--- src/verilog/fsf_pkg.sv ---
// Constants, register map and types for the flash status flag block
package fsf_pkg;
	// Register byte offsets on the APB port
	localparam logic [7:0] FSF_OFF_STATUS   = 8'h00;
	localparam logic [7:0] FSF_OFF_ECC      = 8'h04;
	localparam logic [7:0] FSF_OFF_CTRL     = 8'h08;
	localparam logic [7:0] FSF_OFF_IRQ_STAT = 8'h0C;
	localparam logic [7:0] FSF_OFF_IRQ_MASK = 8'h10;
	localparam logic [7:0] FSF_OFF_CRC      = 8'h14;
	// device_status_flags field positions
	localparam int FSF_ST_ERR   = 4;
	localparam int FSF_ST_ABORT = 3;
	localparam int FSF_ST_SUSP  = 2;
	localparam int FSF_ST_PROT  = 1;
	localparam int FSF_ST_ERASE = 0;
	// ecc_unit_status field positions
	localparam int FSF_EC_DOUBLE   = 3;
	localparam int FSF_EC_SINGLE   = 1;
	localparam int FSF_EC_DISABLED = 0;
	// Control register fields
	localparam int FSF_CTRL_CLEAR    = 0;
	localparam int FSF_CTRL_EVAL     = 1;
	localparam int FSF_CTRL_SECT_LSB = 8;
	// Interrupt bit positions
	localparam int FSF_IRQ_ERR    = 0;
	localparam int FSF_IRQ_ABORT  = 1;
	localparam int FSF_IRQ_PROT   = 2;
	localparam int FSF_IRQ_DOUBLE = 3;
	localparam int FSF_IRQ_SINGLE = 4;
	localparam int FSF_IRQ_W      = 5;
	// Sizes
	localparam int FSF_SECT_W = 4;
	localparam int FSF_NSECT  = 16;
	localparam int FSF_ADDR_W = 32;
	// Reset values
	localparam logic [7:0]         FSF_RST_STATUS = 8'h00;
	localparam logic [15:0]        FSF_RST_ECC    = 16'h0000;
	localparam logic [FSF_IRQ_W-1:0] FSF_RST_IRQ  = 5'h00;
	localparam logic [FSF_NSECT-1:0] FSF_RST_SECT = 16'h0000;
	// APB slave states
	typedef enum logic [1:0] {
		FSF_APB_IDLE = 2'b01,
		FSF_APB_RESP = 2'b10
	} fsf_apb_e;
endpackage : fsf_pkg

--- src/verilog/fsf_erase_if.sv ---
// Link between the flag logic and the sector erase result table
`timescale 1ns/1ps
`default_nettype none
interface fsf_erase_if;
	import fsf_pkg::*;
	logic                  erase_done;
	logic                  erase_ok;
	logic [FSF_SECT_W-1:0] erase_sector;
	logic                  eval_req;
	logic [FSF_SECT_W-1:0] eval_sector;
	logic                  eval_done;
	logic                  eval_result;
	modport flags (output erase_done, erase_ok, erase_sector, eval_req, eval_sector,
		input eval_done, eval_result);
	modport lookup (input erase_done, erase_ok, erase_sector, eval_req, eval_sector,
		output eval_done, eval_result);
endinterface : fsf_erase_if
`default_nettype wire

--- src/verilog/fsf_erase_table.sv ---
// Per-sector erase result table answering evaluate-erase-status requests
`timescale 1ns/1ps
`default_nettype none
module fsf_erase_table
	import fsf_pkg::*;
(
	// Clock and reset
	input  wire logic  ref_clk,
	input  wire logic  nrst,
	// Flag logic side
	fsf_erase_if.lookup link
);
	logic [FSF_NSECT-1:0] sect_ok;
	logic [FSF_NSECT-1:0] next_sect_ok;
	logic                 next_eval_done;
	logic                 next_eval_result;

	////////////////////////////////////////////////////////////////////////////////
	// One result bit per sector, rewritten by each erase of that sector
	genvar g;
	generate
		for (g = 0; g < FSF_NSECT; g++) begin : g_sect
			always_comb begin
				next_sect_ok[g] = sect_ok[g];
				if (link.erase_done && (link.erase_sector == FSF_SECT_W'(g)))
					next_sect_ok[g] = link.erase_ok;
			end
		end
	endgenerate

	// Lookup takes one cycle; an erase finishing in the same cycle is seen next time
	always_comb begin
		next_eval_done   = link.eval_req;
		next_eval_result = link.eval_result;
		if (link.eval_req)
			next_eval_result = sect_ok[link.eval_sector];
	end

	always_ff @(posedge ref_clk or negedge nrst) begin
		if (!nrst) begin
			sect_ok          <= FSF_RST_SECT;
			link.eval_done   <= 1'b0;
			link.eval_result <= 1'b0;
		end else begin
			sect_ok          <= next_sect_ok;
			link.eval_done   <= next_eval_done;
			link.eval_result <= next_eval_result;
		end
	end
endmodule : fsf_erase_table
`default_nettype wire

--- src/verilog/fsf_status_top.sv ---
// Status and ECC status flag bank of a serial flash, with APB register access
//
// Operation
// - A write-buffer abort sets both the program error flag and the buffer abort flag at once.
// - The abort status clears on the next successful program or on a clear-status command.
// - A CRC end address below start plus one aborts the calculation and sets buffer abort.
// - After such an abort the CRC result is marked not valid.
// - Status bit 3 reads one after a buffer program or CRC end-address load aborted.
// - Status bit 2 reads one while a program is suspended.
// - Status bit 1 reflects a protection failure of the latest program or erase.
// - After an evaluate-erase-status command status bit 0 shows that sector's erase result.
// - ECC status bit 3 reads one when a 2-bit error was found in the unit.
// - ECC status bit 1 reads one when a 1-bit error was corrected in the unit.
// - ECC status bit 0 reads one when correction is off for the unit.
// - Reserved ECC status bits read zero and are written as zero.
// - The program error flag stays set until clear-status or reset.
// - Standby is not allowed while the program error flag is set.
`timescale 1ns/1ps
`default_nettype none
module fsf_status_top
	import fsf_pkg::*;
(
	// Clock and reset
	input  wire logic                  ref_clk,
	input  wire logic                  nrst,
	// APB slave
	input  wire logic [7:0]            paddr,
	input  wire logic                  psel,
	input  wire logic                  penable,
	input  wire logic                  pwrite,
	input  wire logic [31:0]           pwdata,
	output logic      [31:0]           prdata,
	output logic                       pready,
	output logic                       pslverr,
	// Program and erase engine events
	input  wire logic                  prog_done,
	input  wire logic                  prog_ok,
	input  wire logic                  prog_prot_fail,
	input  wire logic                  buf_abort_evt,
	input  wire logic                  prog_suspended,
	input  wire logic                  erase_done,
	input  wire logic                  erase_ok,
	input  wire logic                  erase_prot_fail,
	input  wire logic [FSF_SECT_W-1:0] erase_sector,
	// CRC address load
	input  wire logic                  crc_load,
	input  wire logic [FSF_ADDR_W-1:0] crc_start_address,
	input  wire logic [FSF_ADDR_W-1:0] crc_end_address,
	// ECC result of a unit read
	input  wire logic                  ecc_valid,
	input  wire logic                  ecc_double,
	input  wire logic                  ecc_single,
	input  wire logic                  ecc_disabled,
	// Power management, CRC status and interrupt
	input  wire logic                  standby_req,
	output logic                       standby_ok,
	output logic                       crc_abort,
	output logic                       crc_result_valid,
	output logic                       irq
);
	////////////////////////////////////////////////////////////////////////////////
	// Declarations
	fsf_erase_if link ();

	fsf_apb_e             state;
	fsf_apb_e             next_state;
	logic [31:0]          next_prdata;
	logic                 next_pready;
	logic                 next_pslverr;
	logic                 program_error_flag;
	logic                 buffer_abort_flag;
	logic                 program_suspended_flag;
	logic                 protection_error_flag;
	logic                 sector_erase_ok_flag;
	logic                 next_program_error_flag;
	logic                 next_buffer_abort_flag;
	logic                 next_protection_error_flag;
	logic                 next_sector_erase_ok_flag;
	logic [15:0]          ecc_unit_status;
	logic [15:0]          next_ecc_unit_status;
	logic                 next_crc_abort;
	logic                 next_crc_result_valid;
	logic                 next_standby_ok;
	logic [FSF_IRQ_W-1:0] irq_stat;
	logic [FSF_IRQ_W-1:0] irq_mask;
	logic [FSF_IRQ_W-1:0] next_irq_stat;
	logic [FSF_IRQ_W-1:0] next_irq_mask;
	logic [FSF_IRQ_W-1:0] irq_evt;
	logic                 next_irq;
	logic [7:0]           device_status_flags;
	logic                 wr_en;
	logic                 clear_cmd;
	logic                 crc_bad;
	logic                 prog_fail;

	// Register hit test, shared by read mux and write strobes
	function automatic logic fsf_hit(input logic [7:0] addr, input logic [7:0] off);
		fsf_hit = (addr == off);
	endfunction : fsf_hit

	////////////////////////////////////////////////////////////////////////////////
	// APB slave: one wait cycle, so pready and prdata can come from flops
	assign wr_en = psel && penable && pready && pwrite;

	always_comb begin
		next_state   = state;
		next_pready  = 1'b0;
		next_pslverr = 1'b0;
		next_prdata  = prdata;
		case (state)
			FSF_APB_IDLE: begin
				if (psel && penable) begin
					next_state   = FSF_APB_RESP;
					next_pready  = 1'b1;
					next_pslverr = 1'b1;
					next_prdata  = 32'h0000_0000;
					if (fsf_hit(paddr, FSF_OFF_STATUS)) begin
						next_pslverr = pwrite;
						next_prdata  = {24'h00_0000, device_status_flags};
					end else if (fsf_hit(paddr, FSF_OFF_ECC)) begin
						next_pslverr = pwrite;
						next_prdata  = {16'h0000, ecc_unit_status};
					end else if (fsf_hit(paddr, FSF_OFF_CTRL)) begin
						next_pslverr = 1'b0;
					end else if (fsf_hit(paddr, FSF_OFF_IRQ_STAT)) begin
						next_pslverr = 1'b0;
						next_prdata  = {27'h000_0000, irq_stat};
					end else if (fsf_hit(paddr, FSF_OFF_IRQ_MASK)) begin
						next_pslverr = 1'b0;
						next_prdata  = {27'h000_0000, irq_mask};
					end else if (fsf_hit(paddr, FSF_OFF_CRC)) begin
						next_pslverr = pwrite;
						next_prdata  = {31'h0000_0000, crc_result_valid};
					end
					if (!pwrite && next_pslverr)
						next_prdata = 32'h0000_0000;
				end
			end
			FSF_APB_RESP: next_state = FSF_APB_IDLE;
			default:      next_state = FSF_APB_IDLE;
		endcase
	end

	always_ff @(posedge ref_clk or negedge nrst) begin
		if (!nrst) begin
			state   <= FSF_APB_IDLE;
			prdata  <= 32'h0000_0000;
			pready  <= 1'b0;
			pslverr <= 1'b0;
		end else begin
			state   <= next_state;
			prdata  <= next_prdata;
			pready  <= next_pready;
			pslverr <= next_pslverr;
		end
	end

	////////////////////////////////////////////////////////////////////////////////
	// Command decode and engine conditions
	assign clear_cmd   = wr_en && fsf_hit(paddr, FSF_OFF_CTRL) && pwdata[FSF_CTRL_CLEAR];
	assign prog_fail   = prog_done && !prog_ok;
	// Widened by one bit so start plus one cannot wrap at the top address
	assign crc_bad     = crc_load && ({1'b0, crc_end_address} <
		({1'b0, crc_start_address} + 33'h0_0000_0001));

	assign link.erase_done   = erase_done;
	assign link.erase_ok     = erase_ok;
	assign link.erase_sector = erase_sector;
	assign link.eval_req     = wr_en && fsf_hit(paddr, FSF_OFF_CTRL) && pwdata[FSF_CTRL_EVAL];
	assign link.eval_sector  = pwdata[FSF_CTRL_SECT_LSB +: FSF_SECT_W];

	fsf_erase_table u_erase_table (
		.ref_clk (ref_clk),
		.nrst    (nrst),
		.link    (link)
	);

	assign device_status_flags = {3'h0, program_error_flag, buffer_abort_flag,
		program_suspended_flag, protection_error_flag, sector_erase_ok_flag};

	////////////////////////////////////////////////////////////////////////////////
	// Status flags: every set is applied after the clear, so a same-cycle event wins
	always_comb begin
		next_program_error_flag = program_error_flag;
		if (clear_cmd)
			next_program_error_flag = 1'b0;
		if (buf_abort_evt || prog_fail)
			next_program_error_flag = 1'b1;

		next_buffer_abort_flag = buffer_abort_flag;
		if (clear_cmd || (prog_done && prog_ok))
			next_buffer_abort_flag = 1'b0;
		if (buf_abort_evt || crc_bad)
			next_buffer_abort_flag = 1'b1;

		next_protection_error_flag = protection_error_flag;
		if (prog_done || erase_done)
			next_protection_error_flag = (prog_done && prog_prot_fail) ||
				(erase_done && erase_prot_fail);

		next_sector_erase_ok_flag = sector_erase_ok_flag;
		if (link.eval_done)
			next_sector_erase_ok_flag = link.eval_result;

		next_ecc_unit_status = ecc_unit_status;
		if (ecc_valid) begin
			next_ecc_unit_status                  = FSF_RST_ECC;
			next_ecc_unit_status[FSF_EC_DOUBLE]   = ecc_double;
			next_ecc_unit_status[FSF_EC_SINGLE]   = ecc_single;
			next_ecc_unit_status[FSF_EC_DISABLED] = ecc_disabled;
		end

		next_crc_abort        = crc_bad;
		next_crc_result_valid = crc_result_valid;
		if (crc_load)
			next_crc_result_valid = !crc_bad;

		// Uses the flag as it will be, so standby drops the cycle an error lands
		next_standby_ok = standby_req && !next_program_error_flag;
	end

	always_ff @(posedge ref_clk or negedge nrst) begin
		if (!nrst) begin
			program_error_flag     <= FSF_RST_STATUS[FSF_ST_ERR];
			buffer_abort_flag      <= FSF_RST_STATUS[FSF_ST_ABORT];
			program_suspended_flag <= FSF_RST_STATUS[FSF_ST_SUSP];
			protection_error_flag  <= FSF_RST_STATUS[FSF_ST_PROT];
			sector_erase_ok_flag   <= FSF_RST_STATUS[FSF_ST_ERASE];
			ecc_unit_status        <= FSF_RST_ECC;
			crc_abort              <= 1'b0;
			crc_result_valid       <= 1'b0;
			standby_ok             <= 1'b0;
		end else begin
			program_error_flag     <= next_program_error_flag;
			buffer_abort_flag      <= next_buffer_abort_flag;
			program_suspended_flag <= prog_suspended;
			protection_error_flag  <= next_protection_error_flag;
			sector_erase_ok_flag   <= next_sector_erase_ok_flag;
			ecc_unit_status        <= next_ecc_unit_status;
			crc_abort              <= next_crc_abort;
			crc_result_valid       <= next_crc_result_valid;
			standby_ok             <= next_standby_ok;
		end
	end

	////////////////////////////////////////////////////////////////////////////////
	// Interrupts: sticky events, write one to clear, set wins over clear
	assign irq_evt = {ecc_valid && ecc_single, ecc_valid && ecc_double,
		next_protection_error_flag && !protection_error_flag,
		buf_abort_evt || crc_bad, buf_abort_evt || prog_fail};

	always_comb begin
		next_irq_stat = irq_stat;
		next_irq_mask = irq_mask;
		if (wr_en && fsf_hit(paddr, FSF_OFF_IRQ_STAT))
			next_irq_stat = irq_stat & ~pwdata[FSF_IRQ_W-1:0];
		if (wr_en && fsf_hit(paddr, FSF_OFF_IRQ_MASK))
			next_irq_mask = pwdata[FSF_IRQ_W-1:0];
		next_irq_stat = next_irq_stat | irq_evt;
		next_irq      = |(next_irq_stat & next_irq_mask);
	end

	always_ff @(posedge ref_clk or negedge nrst) begin
		if (!nrst) begin
			irq_stat <= FSF_RST_IRQ;
			irq_mask <= FSF_RST_IRQ;
			irq      <= 1'b0;
		end else begin
			irq_stat <= next_irq_stat;
			irq_mask <= next_irq_mask;
			irq      <= next_irq;
		end
	end
endmodule : fsf_status_top
`default_nettype wire

--- config.mk ---
export PLATFORM = sky130hd
export DESIGN_NAME = fsf_status_top
export DESIGN_NICKNAME = d
export VERILOG_FILES = /design/src/verilog/fsf_pkg.sv /design/src/verilog/fsf_erase_if.sv /design/src/verilog/fsf_erase_table.sv /design/src/verilog/fsf_status_top.sv
export SDC_FILE = /design/constraint.sdc
export NUM_CORES = 1
export LEC_CHECK = 0
export BUFFER_PORTS_ARGS = -buffer_cell sky130_fd_sc_hd__buf_2
export CAP_MARGIN = 5
export CORE_ASPECT_RATIO = 1.75
export CORE_UTILIZATION = 52
export CTS_CLUSTER_DIAMETER = 30
export DETAILED_ROUTE_END_ITERATION = 16
export PLACE_DENSITY = 0.95
export SYNTH_ARGS = -nofsm -noshare
export SYNTH_HDL_FRONTEND = slang
export SYNTH_SLANG_ARGS = --single-unit
--- constraint.sdc ---
create_clock -name ref_clk -period 3.8 [get_ports ref_clk]
set_input_delay 0.57 -clock ref_clk [delete_from_list [all_inputs] [get_ports ref_clk]]
set_output_delay 0.57 -clock ref_clk [all_outputs]
set_load 0.01 [all_outputs]
==> results of run 1 <==
-- worst max path at each step --
stage,slack (ns),cells past startpoint,to,startpoint
detailed placement,0.16,15,crc_result_valid,crc_start_address[8]
global route,0.01,15,crc_result_valid,crc_start_address[2]
finish,0.40,15,crc_result_valid,crc_start_address[8]
floorplan,0.62,15,crc_result_valid,crc_start_address[8]
global placement,0.24,15,crc_result_valid,crc_start_address[8]
CTS,0.45,15,crc_result_valid,crc_start_address[8]
-- power by group through the flow --
stage,clock network [uW],logic (uW),registers (uW)
detailed placement,0,323,608
global placement,0,304,604
global route,530,360,604
floorplan,0,209,600
finish,499,326,598
CTS,513,325,598
-- cell families (layout without fill, tap and decap cells) --
kind of cell / count (synthesis) / in the layout / synth area share (%)
multiplexers: 32 / 32 / 10.91
flip-flops: 49 / 49 / 32.54
AO/OA/AOI/OAI: 63 / 63 / 11.54
XOR/XNOR: 30 / 30 / 6.965
AND/OR/NAND/NOR: 144 / 144 / 19.44
buffers and inverters: 50 / 140 / 7.893
adder cells (fa/ha/maj): 32 / 32 / 10.61
other: 1 / 27 / 0.09941
-- critical path: cells and delay by family --
kind | cells | cell delay [ns]
simple gates | 7 | 1.34
compound gates | 4 | 0.96
buf+inv | 2 | 0.23
fa+ha+maj | 1 | 0.31
xor+xnor | 1 | 0.16
-- flip-flops by register name, summed over array words and instances (netlist names), 2 cells and up --
| name | count |
|---|---|
| prdata | 5 |
| state | 2 |
| ecc_unit_status | 3 |
| irq_mask | 5 |
| irq_stat | 5 |
| u_erase_table.sect_ok | 16 |
-- cell usage in the layout (no fill, tap or decap), drive strengths merged, types with 5 or more instances in the layout --
cell type / n
buf: 117
dfrtp: 48
nor2: 38
nand2: 34
ha: 32
conb: 27
mux2: 23
xor2: 21
a21oi: 17
nand3: 17
inv: 16
nand4: 13
o21ai: 10
xnor2: 9
nor3: 9
a21o: 7
a31oi: 5
and3: 5
mux4: 5
clkbuf: 5
-- synth_stat cells (4+ instances only) --
| cell type | n | area share, % |
|---|---|---|
| dfrtp_1 | 48 | 32 |
| nor2_1 | 38 | 3.8 |
| nand2_1 | 34 | 3.4 |
| ha_1 | 32 | 11 |
| buf_4 | 27 | 5.4 |
| mux2_2 | 23 | 6.9 |
| xor2_1 | 21 | 4.9 |
| a21oi_1 | 17 | 2.3 |
| nand3_1 | 17 | 2.3 |
| inv_1 | 15 | 1.5 |
| nand4_1 | 13 | 2.2 |
| o21ai_0 | 10 | 1.3 |
| xnor2_1 | 9 | 2.1 |
| a21o_1 | 7 | 1.4 |
| nor3_1 | 7 | 0.93 |
| clkbuf_1 | 6 | 0.60 |
| a31oi_1 | 5 | 0.83 |
| and3_1 | 5 | 0.83 |
| mux4_2 | 5 | 3.0 |
| a22o_1 | 4 | 0.93 |
| a22oi_1 | 4 | 0.80 |
| mux2i_1 | 4 | 1.1 |
| nand2b_1 | 4 | 0.66 |
| nor2b_1 | 4 | 0.66 |
| nor4_1 | 4 | 0.66 |
-- per-stage QoR --
| step | setup slack [ns] | util [%] | area, um2 |
|---|---|---|---|
| floorplan | 0.6169 | - | 3870 |
| CTS | 0.4477 | 64.62 | 4496 |
| global placement | 0.2425 | 62.19 | 4327 |
| finish | 0.3951 | 64.62 | 4496 |
| global route | 0.01361 | 64.62 | 4496 |
| detailed placement | 0.1592 | 62.19 | 4327 |
-- layout make-up --
type	instances	area [um2]	share of cell area, %
multi-input combinational	328	2345	52.16
tap	84	105.1	2.338
sequential	49	1227	27.30
timing repair buffer	117	593.1	13.19
clock inverter	3	43.79	0.9741
inverter	15	56.30	1.252
clock buffer	5	125.1	2.783
-- layer usage --
metal / global-route usage, % / vias up / wire length (um)
met2: 49.18 / 150 / 5017
met1: 23.76 / 1603 / 3113
met5: 0 / - / 0
met3: 3.984 / 44 / 457
met4: 18.72 / 0 / 601
li1: - / 1625 / -
==> out/metrics.yaml, run 1 <==
status: "complete, no violations"
period_needed_ns: 3.405
worstHoldStart: "prog_suspended"
maxCapViolCount: 0
cts_max_level: 2
fillers: 544
fmax_mhz: 293.7
cts.path.max_buffers: 2
core_um2: 6957
placement.io_buffers: 114
crit_chain: "buf_2 -> and3_1 -> nand3_1 -> or3_1 -> nor3_1 -> nand2_1 -> xor2_1 -> ha_1 -> a41o_1 -> a211oi_1 -> o41ai_1 -> o211ai_1 -> nand2_1 -> inv_1 -> nor2_1"
synth_cell_types: 56
p_per_area_nw_per_um2: 316.7
combPwrFrac_pct: 22.9
internal-power_uw: 1042
totalWireLength_um: 9190
path_max_fanout: 5
worstHoldEndpoint: "program_suspended_flag"
r2r_slack_ns: 1.84
start_util_pct: 54.23
cts-root-buf: "clkbuf_16"
worstSetupPathType: "in2reg"
hold_depth: 1
hold_class: "in2reg"
hold_viol: 0
r2r_cells: 7
cp_slowest_stage_delay_ns: 0.44
whs_ns: 0.3817
cp-start-kind: "input port"
ctsHoldBuffers: 0
grt_pass1_wl_um: 15040
drt_iter0_drc: 199
grt.total_usage_pct: 25.95
cts_tree: "built"
timing.setup.tns_ns: 0
die_w_um: 66.39
synthCells: 401
wire_per_inst_um: 15.29
drc: 0
slew_viol_final: 0
clkSlewWorstSetupHoldPaths_ns: 0.07
required_ns: 3.98
drtPass1Iterations: 4
post_cts_buffers: 0
r2r_start: "pready"
syn_area_um2: 3772
synthFlopType: "dfrtp_1"
p_total_uw: 1424
rsz0062_at_grt: "no"
final_nets: 675
relSlewSlack_pct: 28.84
grt_pass1_vias: 3553
dp_hpwl_um: 7618
gp_congestion: 0.8748
end_kind: "flip-flop"
antenna_left: 0
dp_cells: 593
fin_crit_sh_pct: 89.60
power.switching_uw: 381.2
io_pins: 165
via_per_inst: 5.694
setup_viol: 0
tightest_slew_ns: 1.067
n_antenna_cell: 0
power_leakage_uw: 0.002166
seq_area_frac_synth_pct: 32.54
die-area_um2: 7613
rows: 40
yosys_warnings: 0
grt-ovfl-total: 0
cts_sinks: 49
drive_gt1_share_pct: 31.53
vias: 3422
r2r-end: "irq"
ir_worst_vdd_mv: 0.1728
worstPathArrival_ns: 3.59
cts_resized: 0
synth_edf_count: 0
die-height_um: 114.7
async_flop_share_pct: 100.0
grt_max_degree: 50
clkPwrFrac_pct: 35.1
fin_skew_ns: 0.008913
clkLatencyLatePin_ns: 0.29
cts_inserted_buffers: 5
syn_area_per_cell_um2: 9.407
area_delta_synth_final_pct: 19.17
pwr-share-seq_pct: 42.0
final_cells: 601
antenna_found_initial: 0
crit_top_cell: "nand2_1"
power.share.switching_pct: 26.78
synth_seq_cells: 49
slowest_stage: "or3_1"
Note: power is estimated with default switching activity, not from simulation.
==> inputs of run 2 (changes only) <==
Settings changed: CORE_UTILIZATION 52 to 50.
==> out/metrics.yaml, run 2 (same netlist as run 1, synthesis figures left out) <==
ctsHoldBuffers: 0  # unchanged
regMostFlops: "u_erase_table.sect_ok"
required_ns: 3.98  # about the same
cts_max_level: 2  # unchanged
power.share.switching_pct: 28.02  # +1.2 points
cts-root-buf: "clkbuf_16"
tightest_slew_ns: 1.022  # -0.04510 ns
cp-start-kind: "input port"
fin_ws_ns: 0.4141  # +0.01901 ns
drtPass1Iterations: 4  # unchanged
cts_tree: "built"
grt_pass1_wl_um: 14300  # -4.9%
timing.setup.tns_ns: 0  # unchanged
r2r_cells: 7  # unchanged
fmax_mhz: 295.3  # +0.56%
cts_sinks: 49  # unchanged
hold_viol: 0  # unchanged
grt_pass1_vias: 3547  # -0.17%
rsz0062_at_grt: "no"
worstSetupPathType: "in2reg"
antenna_found_initial: 0  # unchanged
final_cells: 605  # +0.67%
combPwrFrac_pct: 24.2  # +1.3 points
antenna_left: 0  # unchanged
vias: 3423  # +0.029%
wire_per_inst_um: 15.16  # -0.83%
hold_class: "in2reg"
core_um2: 7233  # +4.0%
r2r-end: "irq"
gp_congestion: 0.8879  # +1.5%
layout_common_cells: "114 x buf_2, 48 x dfrtp_1, 38 x nor2_1"
largest_reg_flops: 16  # unchanged
io_pins: 165  # unchanged
internal-power_uw: 977.9  # -6.2%
startpoint: "crc_start_address[2]"
clkLatencyLatePin_ns: 0.29  # about the same
area_delta_synth_final_pct: 18.94
fin_skew_ns: 0.005899  # -0.003014 ns
dp_cells: 597  # +0.67%
placement.io_buffers: 114  # unchanged
drc: 0  # unchanged
slew_viol_final: 0  # unchanged
pre_cts_slack_ns: 0.1435  # -0.01570 ns
setup_viol: 0  # unchanged
drive_gt1_share_pct: 31.60  # +0.071 points
end_kind: "flip-flop"
post_cts_buffers: 0  # unchanged
r2r_start: "pready"
final_nets: 677  # +0.30%
p_per_area_nw_per_um2: 302.8  # -4.4%
status: "complete, no violations"
cts_inserted_buffers: 5  # unchanged
cts_resized: 0  # unchanged
rows: 41  # +2.5%
cts.path.max_buffers: 2  # unchanged
power.switching_uw: 380.6  # -0.17%
start_util_pct: 52.15  # -2.1 points
die_w_um: 67.66  # +1.9%
dp_hpwl_um: 7800  # +2.4%
clkSlewWorstSetupHoldPaths_ns: 0.06  # about the same
period_needed_ns: 3.386  # -0.01901 ns
die-height_um: 116.9  # +1.9%
finish.utilization_pct: 62.03  # -2.6 points
grt-ovfl-total: 0  # unchanged
pwr-share-seq_pct: 44.0  # +2.0 points
via_per_inst: 5.658  # -0.63%
final_common_cell: "buf_2"
path_max_fanout: 4  # -1
relSlewSlack_pct: 31.85  # +3.0 points
grt_max_degree: 50  # unchanged
n_antenna_cell: 0  # unchanged
r2r_slack_ns: 1.88  # +0.04 ns
endpoint: "crc_result_valid"
power_leakage_uw: 0.002162  # -0.19%
maxCapViolCount: 0  # unchanged
grt.total_usage_pct: 24.34  # -1.6 points
totalWireLength_um: 9174  # -0.17%
die-area_um2: 7910  # +3.9%
worstPathArrival_ns: 3.57  # -0.02 ns
ir_worst_vdd_mv: 0.2074  # +20%
clkPwrFrac_pct: 31.8  # -3.3 points
fin_crit_sh_pct: 89.10  # -0.50 points
drt_iter0_drc: 119  # -40%
[run 2: stage by stage]
| step | area, um2 | total power (uW) | hold WS [ns] |
|---|---|---|---|
| final | 4487 | 1358 | 0.3886 |
| after global routing | 4487 | 1433 | 0.3811 |
| after CTS | 4487 | 1368 | 0.3828 |
| after detailed placement | 4344 | 934.4 | 0.4774 |
| after global placement | 4344 | 910.1 | 0.4715 |
| after floorplan | 3870 | 808.5 | 0.2744 |
[run 2: cell type report]
class / count / area (um2)
inverter: 15 / 56.30
fill: 553 / 2746
clock inverter: 2 / 13.76
sequential: 49 / 1227
clock buffer: 6 / 128.9
multi-input combinational: 328 / 2345
timing repair buffer: 119 / 608.1
tap: 86 / 107.6
[run 2: worst min path at each step]
stage | start | to | slack, ns | cells after the start
floorplan | nrst | buffer_abort_flag | 0.27 | 0
global placement | prdata[3] | prdata[3] | 0.47 | 1
detailed placement | prdata[3] | prdata[3] | 0.48 | 1
CTS | prog_suspended | program_suspended_flag | 0.38 | 1
global route | prog_suspended | program_suspended_flag | 0.38 | 1
finish | prog_suspended | program_suspended_flag | 0.39 | 1
[run 2: worst max-delay path, cell delays in order]
cell and delay (ns):
buf_2 0.12, and2_1 0.17, nand4_1 0.16, or3_1 0.37, nor3_1 0.33, nand2_1 0.12, xor2_1 0.17, ha_1 0.31
a41o_1 0.24, a211oi_1 0.33, o41ai_1 0.17, o211ai_1 0.20, nand2_1 0.16, inv_1 0.10, nor2_1 0.05
[run 2: power groups by stage]
stage / registers, uW / logic [uW] / clock network [uW]
after global placement: 603 / 307 / 0
after floorplan: 600 / 209 / 0
after CTS: 598 / 330 / 441
after detailed placement: 606 / 328 / 0
after global routing: 604 / 366 / 464
final: 598 / 329 / 432
[run 2: per-layer routing]
layer	routed length [um]	vias up	GRT usage, %
li1	-	1627	-
met1	2918	1615	20.05
met2	5255	141	47.85
met3	461	40	3.779
met4	539	0	18.72
met5	0	-	0
==> inputs of run 3 (changes only) <==
Settings changed: BUFFER_PORTS_ARGS -buffer_cell sky130_fd_sc_hd__buf_2 to -buffer_cell sky130_fd_sc_hd__buf_4, CORE_UTILIZATION 50 to 44, PLACE_DENSITY 0.95 to 0.89.
Clock period 3.8 ns to 2.8 ns, I/O delays scaled along.
==> out/metrics.yaml, run 3 (same netlist as run 1, synthesis figures left out) <==
status: "finished with violations"
violations: "setup timing"
antenna_found_initial: 0  # unchanged
cts_inserted_buffers: 5  # unchanged
cts-root-buf: "clkbuf_16"
hold_viol: 0  # unchanged
fin_crit_sh_pct: 105.6
fillers: 638  # +15%
final_nets: 721  # +6.5%
drtPass1Iterations: 5  # +1
rows: 44  # +7.3%
gp_congestion: 0.8998  # +1.3%
p_per_area_nw_per_um2: 371.0  # +23%
fin_ws_ns: -0.1567  # -0.5709 ns
vias: 3662  # +7.0%
finish.utilization_pct: 63.49  # +1.5 points
slew_viol_final: 0  # unchanged
largest_reg_flops: 16  # unchanged
io_pins: 165  # unchanged
die-height_um: 124.5  # +6.5%
core_um2: 8313  # +15%
grt.total_usage_pct: 25.77  # +1.4 points
r2r_cells: 7  # unchanged
placement.io_buffers: 114  # unchanged
rsz0062_at_grt: "yes"
drive_gt1_share_pct: 39.96  # +8.4 points
worstSetupPathType: "in2reg"
grt_max_degree: 50  # unchanged
maxCapViolCount: 0  # unchanged
startpoint: "crc_start_address[3]"
antenna_left: 0  # unchanged
grt_pass1_vias: 3981  # +12%
r2r_start: "pready"
area_delta_synth_final_pct: 39.90
cts_tree: "built"
drc: 0  # unchanged
period_needed_ns: 2.957
end_kind: "flip-flop"
hold_class: "in2async"
worstPathArrival_ns: 3.14  # -0.43 ns
cts.path.max_buffers: 2  # unchanged
n_antenna_cell: 0  # unchanged
fmax_mhz: 338.2
grt-ovfl-total: 0  # unchanged
cp-start-kind: "input port"
regMostFlops: "u_erase_table.sect_ok"
final_common_cell: "buf_4"
relSlewSlack_pct: 59.77  # +28 points
die_w_um: 72.00  # +6.4%
wire_per_inst_um: 16.40  # +8.1%
cts_sinks: 49  # unchanged
dp_hpwl_um: 8940  # +15%
totalWireLength_um: 11120  # +21%
tightest_slew_ns: 0.6034  # -0.4189 ns
layout_common_cells: "157 x buf_4, 48 x dfrtp_1, 35 x nor2_1"
drt_iter0_drc: 257  # +120%
power_leakage_uw: 0.002517  # +16%
via_per_inst: 5.401  # -4.5%
clkSlewWorstSetupHoldPaths_ns: 0.06  # about the same
required_ns: 2.98  # -1.00 ns
grt_pass1_wl_um: 17860  # +25%
die-area_um2: 8963  # +13%
start_util_pct: 45.38  # -6.8 points
fin_skew_ns: 0.003892  # -0.002007 ns
timing.setup.tns_ns: -0.5261  # -0.5261 ns
setup_viol: 5  # +5
cts_max_level: 2  # unchanged
clkLatencyLatePin_ns: 0.29  # about the same
ir_worst_vdd_mv: 0.3287  # +58%
path_max_fanout: 4  # unchanged
-- run 3: cell count changes in the layout (fill, tap and decap cells not counted), sizes merged --
cell / change
buf: +44
-- run 3: metrics by stage --
stage                     hold WS, ns  std cells  instance area, um2  total power, uW  setup slack (ns)
after floorplan                0.1244        427                3900             1100          -0.02918
after global placement         0.4530        662                4965             1322           -0.4406
after detailed placement       0.4642        662                4965             1355           -0.5711
after CTS                      0.1477        676                5240             1959          -0.08815
after global routing           0.1805        678                5278             2053           -0.2488
final                          0.1306        678                5278             1958           -0.1567
-- run 3: area by class of cell --
class,count,area [um2],area share (%)
Clock buffer,6,128.9,2.442
Clock inverter,2,13.76,0.2608
Inverter,15,56.30,1.067
Multi-Input combinational cell,328,2461,46.63
Sequential cell,49,1227,23.26
Tap cell,115,143.9,2.726
Timing Repair Buffer,163,1246,23.61
-- run 3: critical path: stages --
cell      delay (ns)
buf_6           0.07
and2_4          0.13
nand4_1         0.17
or3_4           0.40
nor3_4          0.22
nand2_1         0.11
xor2_1          0.17
ha_1            0.34
a41o_1          0.23
a211oi_4        0.28
o41ai_2         0.13
o211ai_1        0.22
nand2_2         0.12
inv_2           0.07
nor2_1          0.04
-- run 3: power by group --
group	switching (uW)	total [uW]	internal [uW]	leakage (uW)
clock	250	583	333	0.0000712
sequential	40.7	818	777	0.000601
combinational	252	557	305	0.00184
total	543	1960	1420	0.00252
-- run 3: per-layer routing --
metal  vias to the layer above  part of all wire, %  global-route usage [%]
met4                         0                  4.5                   12.69
met1                      1738                   33                   23.08
met2                       175                   58                   51.94
met5                         -                    0                       0
li1                       1710                    -                       -
met3                        39                  5.5                   4.369
-- run 3: worst paths after layout --
path,slack (ns),endpoint
max in group asynchronous,2.26,standby_ok
min reg2reg,0.50,u_erase_table.sect_ok[14]
min in group ref_clk,0.24,program_suspended_flag
min,0.13,prdata[0]
max,-0.16,crc_result_valid
max reg2reg,0.75,irq
-- run 3: repair_timing --
action / in CTS / in global routing
pin swaps: 1 / 1
setup buffers: 6 / 2
resized for setup: 17 / 6
setup endpoints to repair: 5 / 5
endpoints found under the hold margin: 0 / 0
hold buffers: 0 / 0
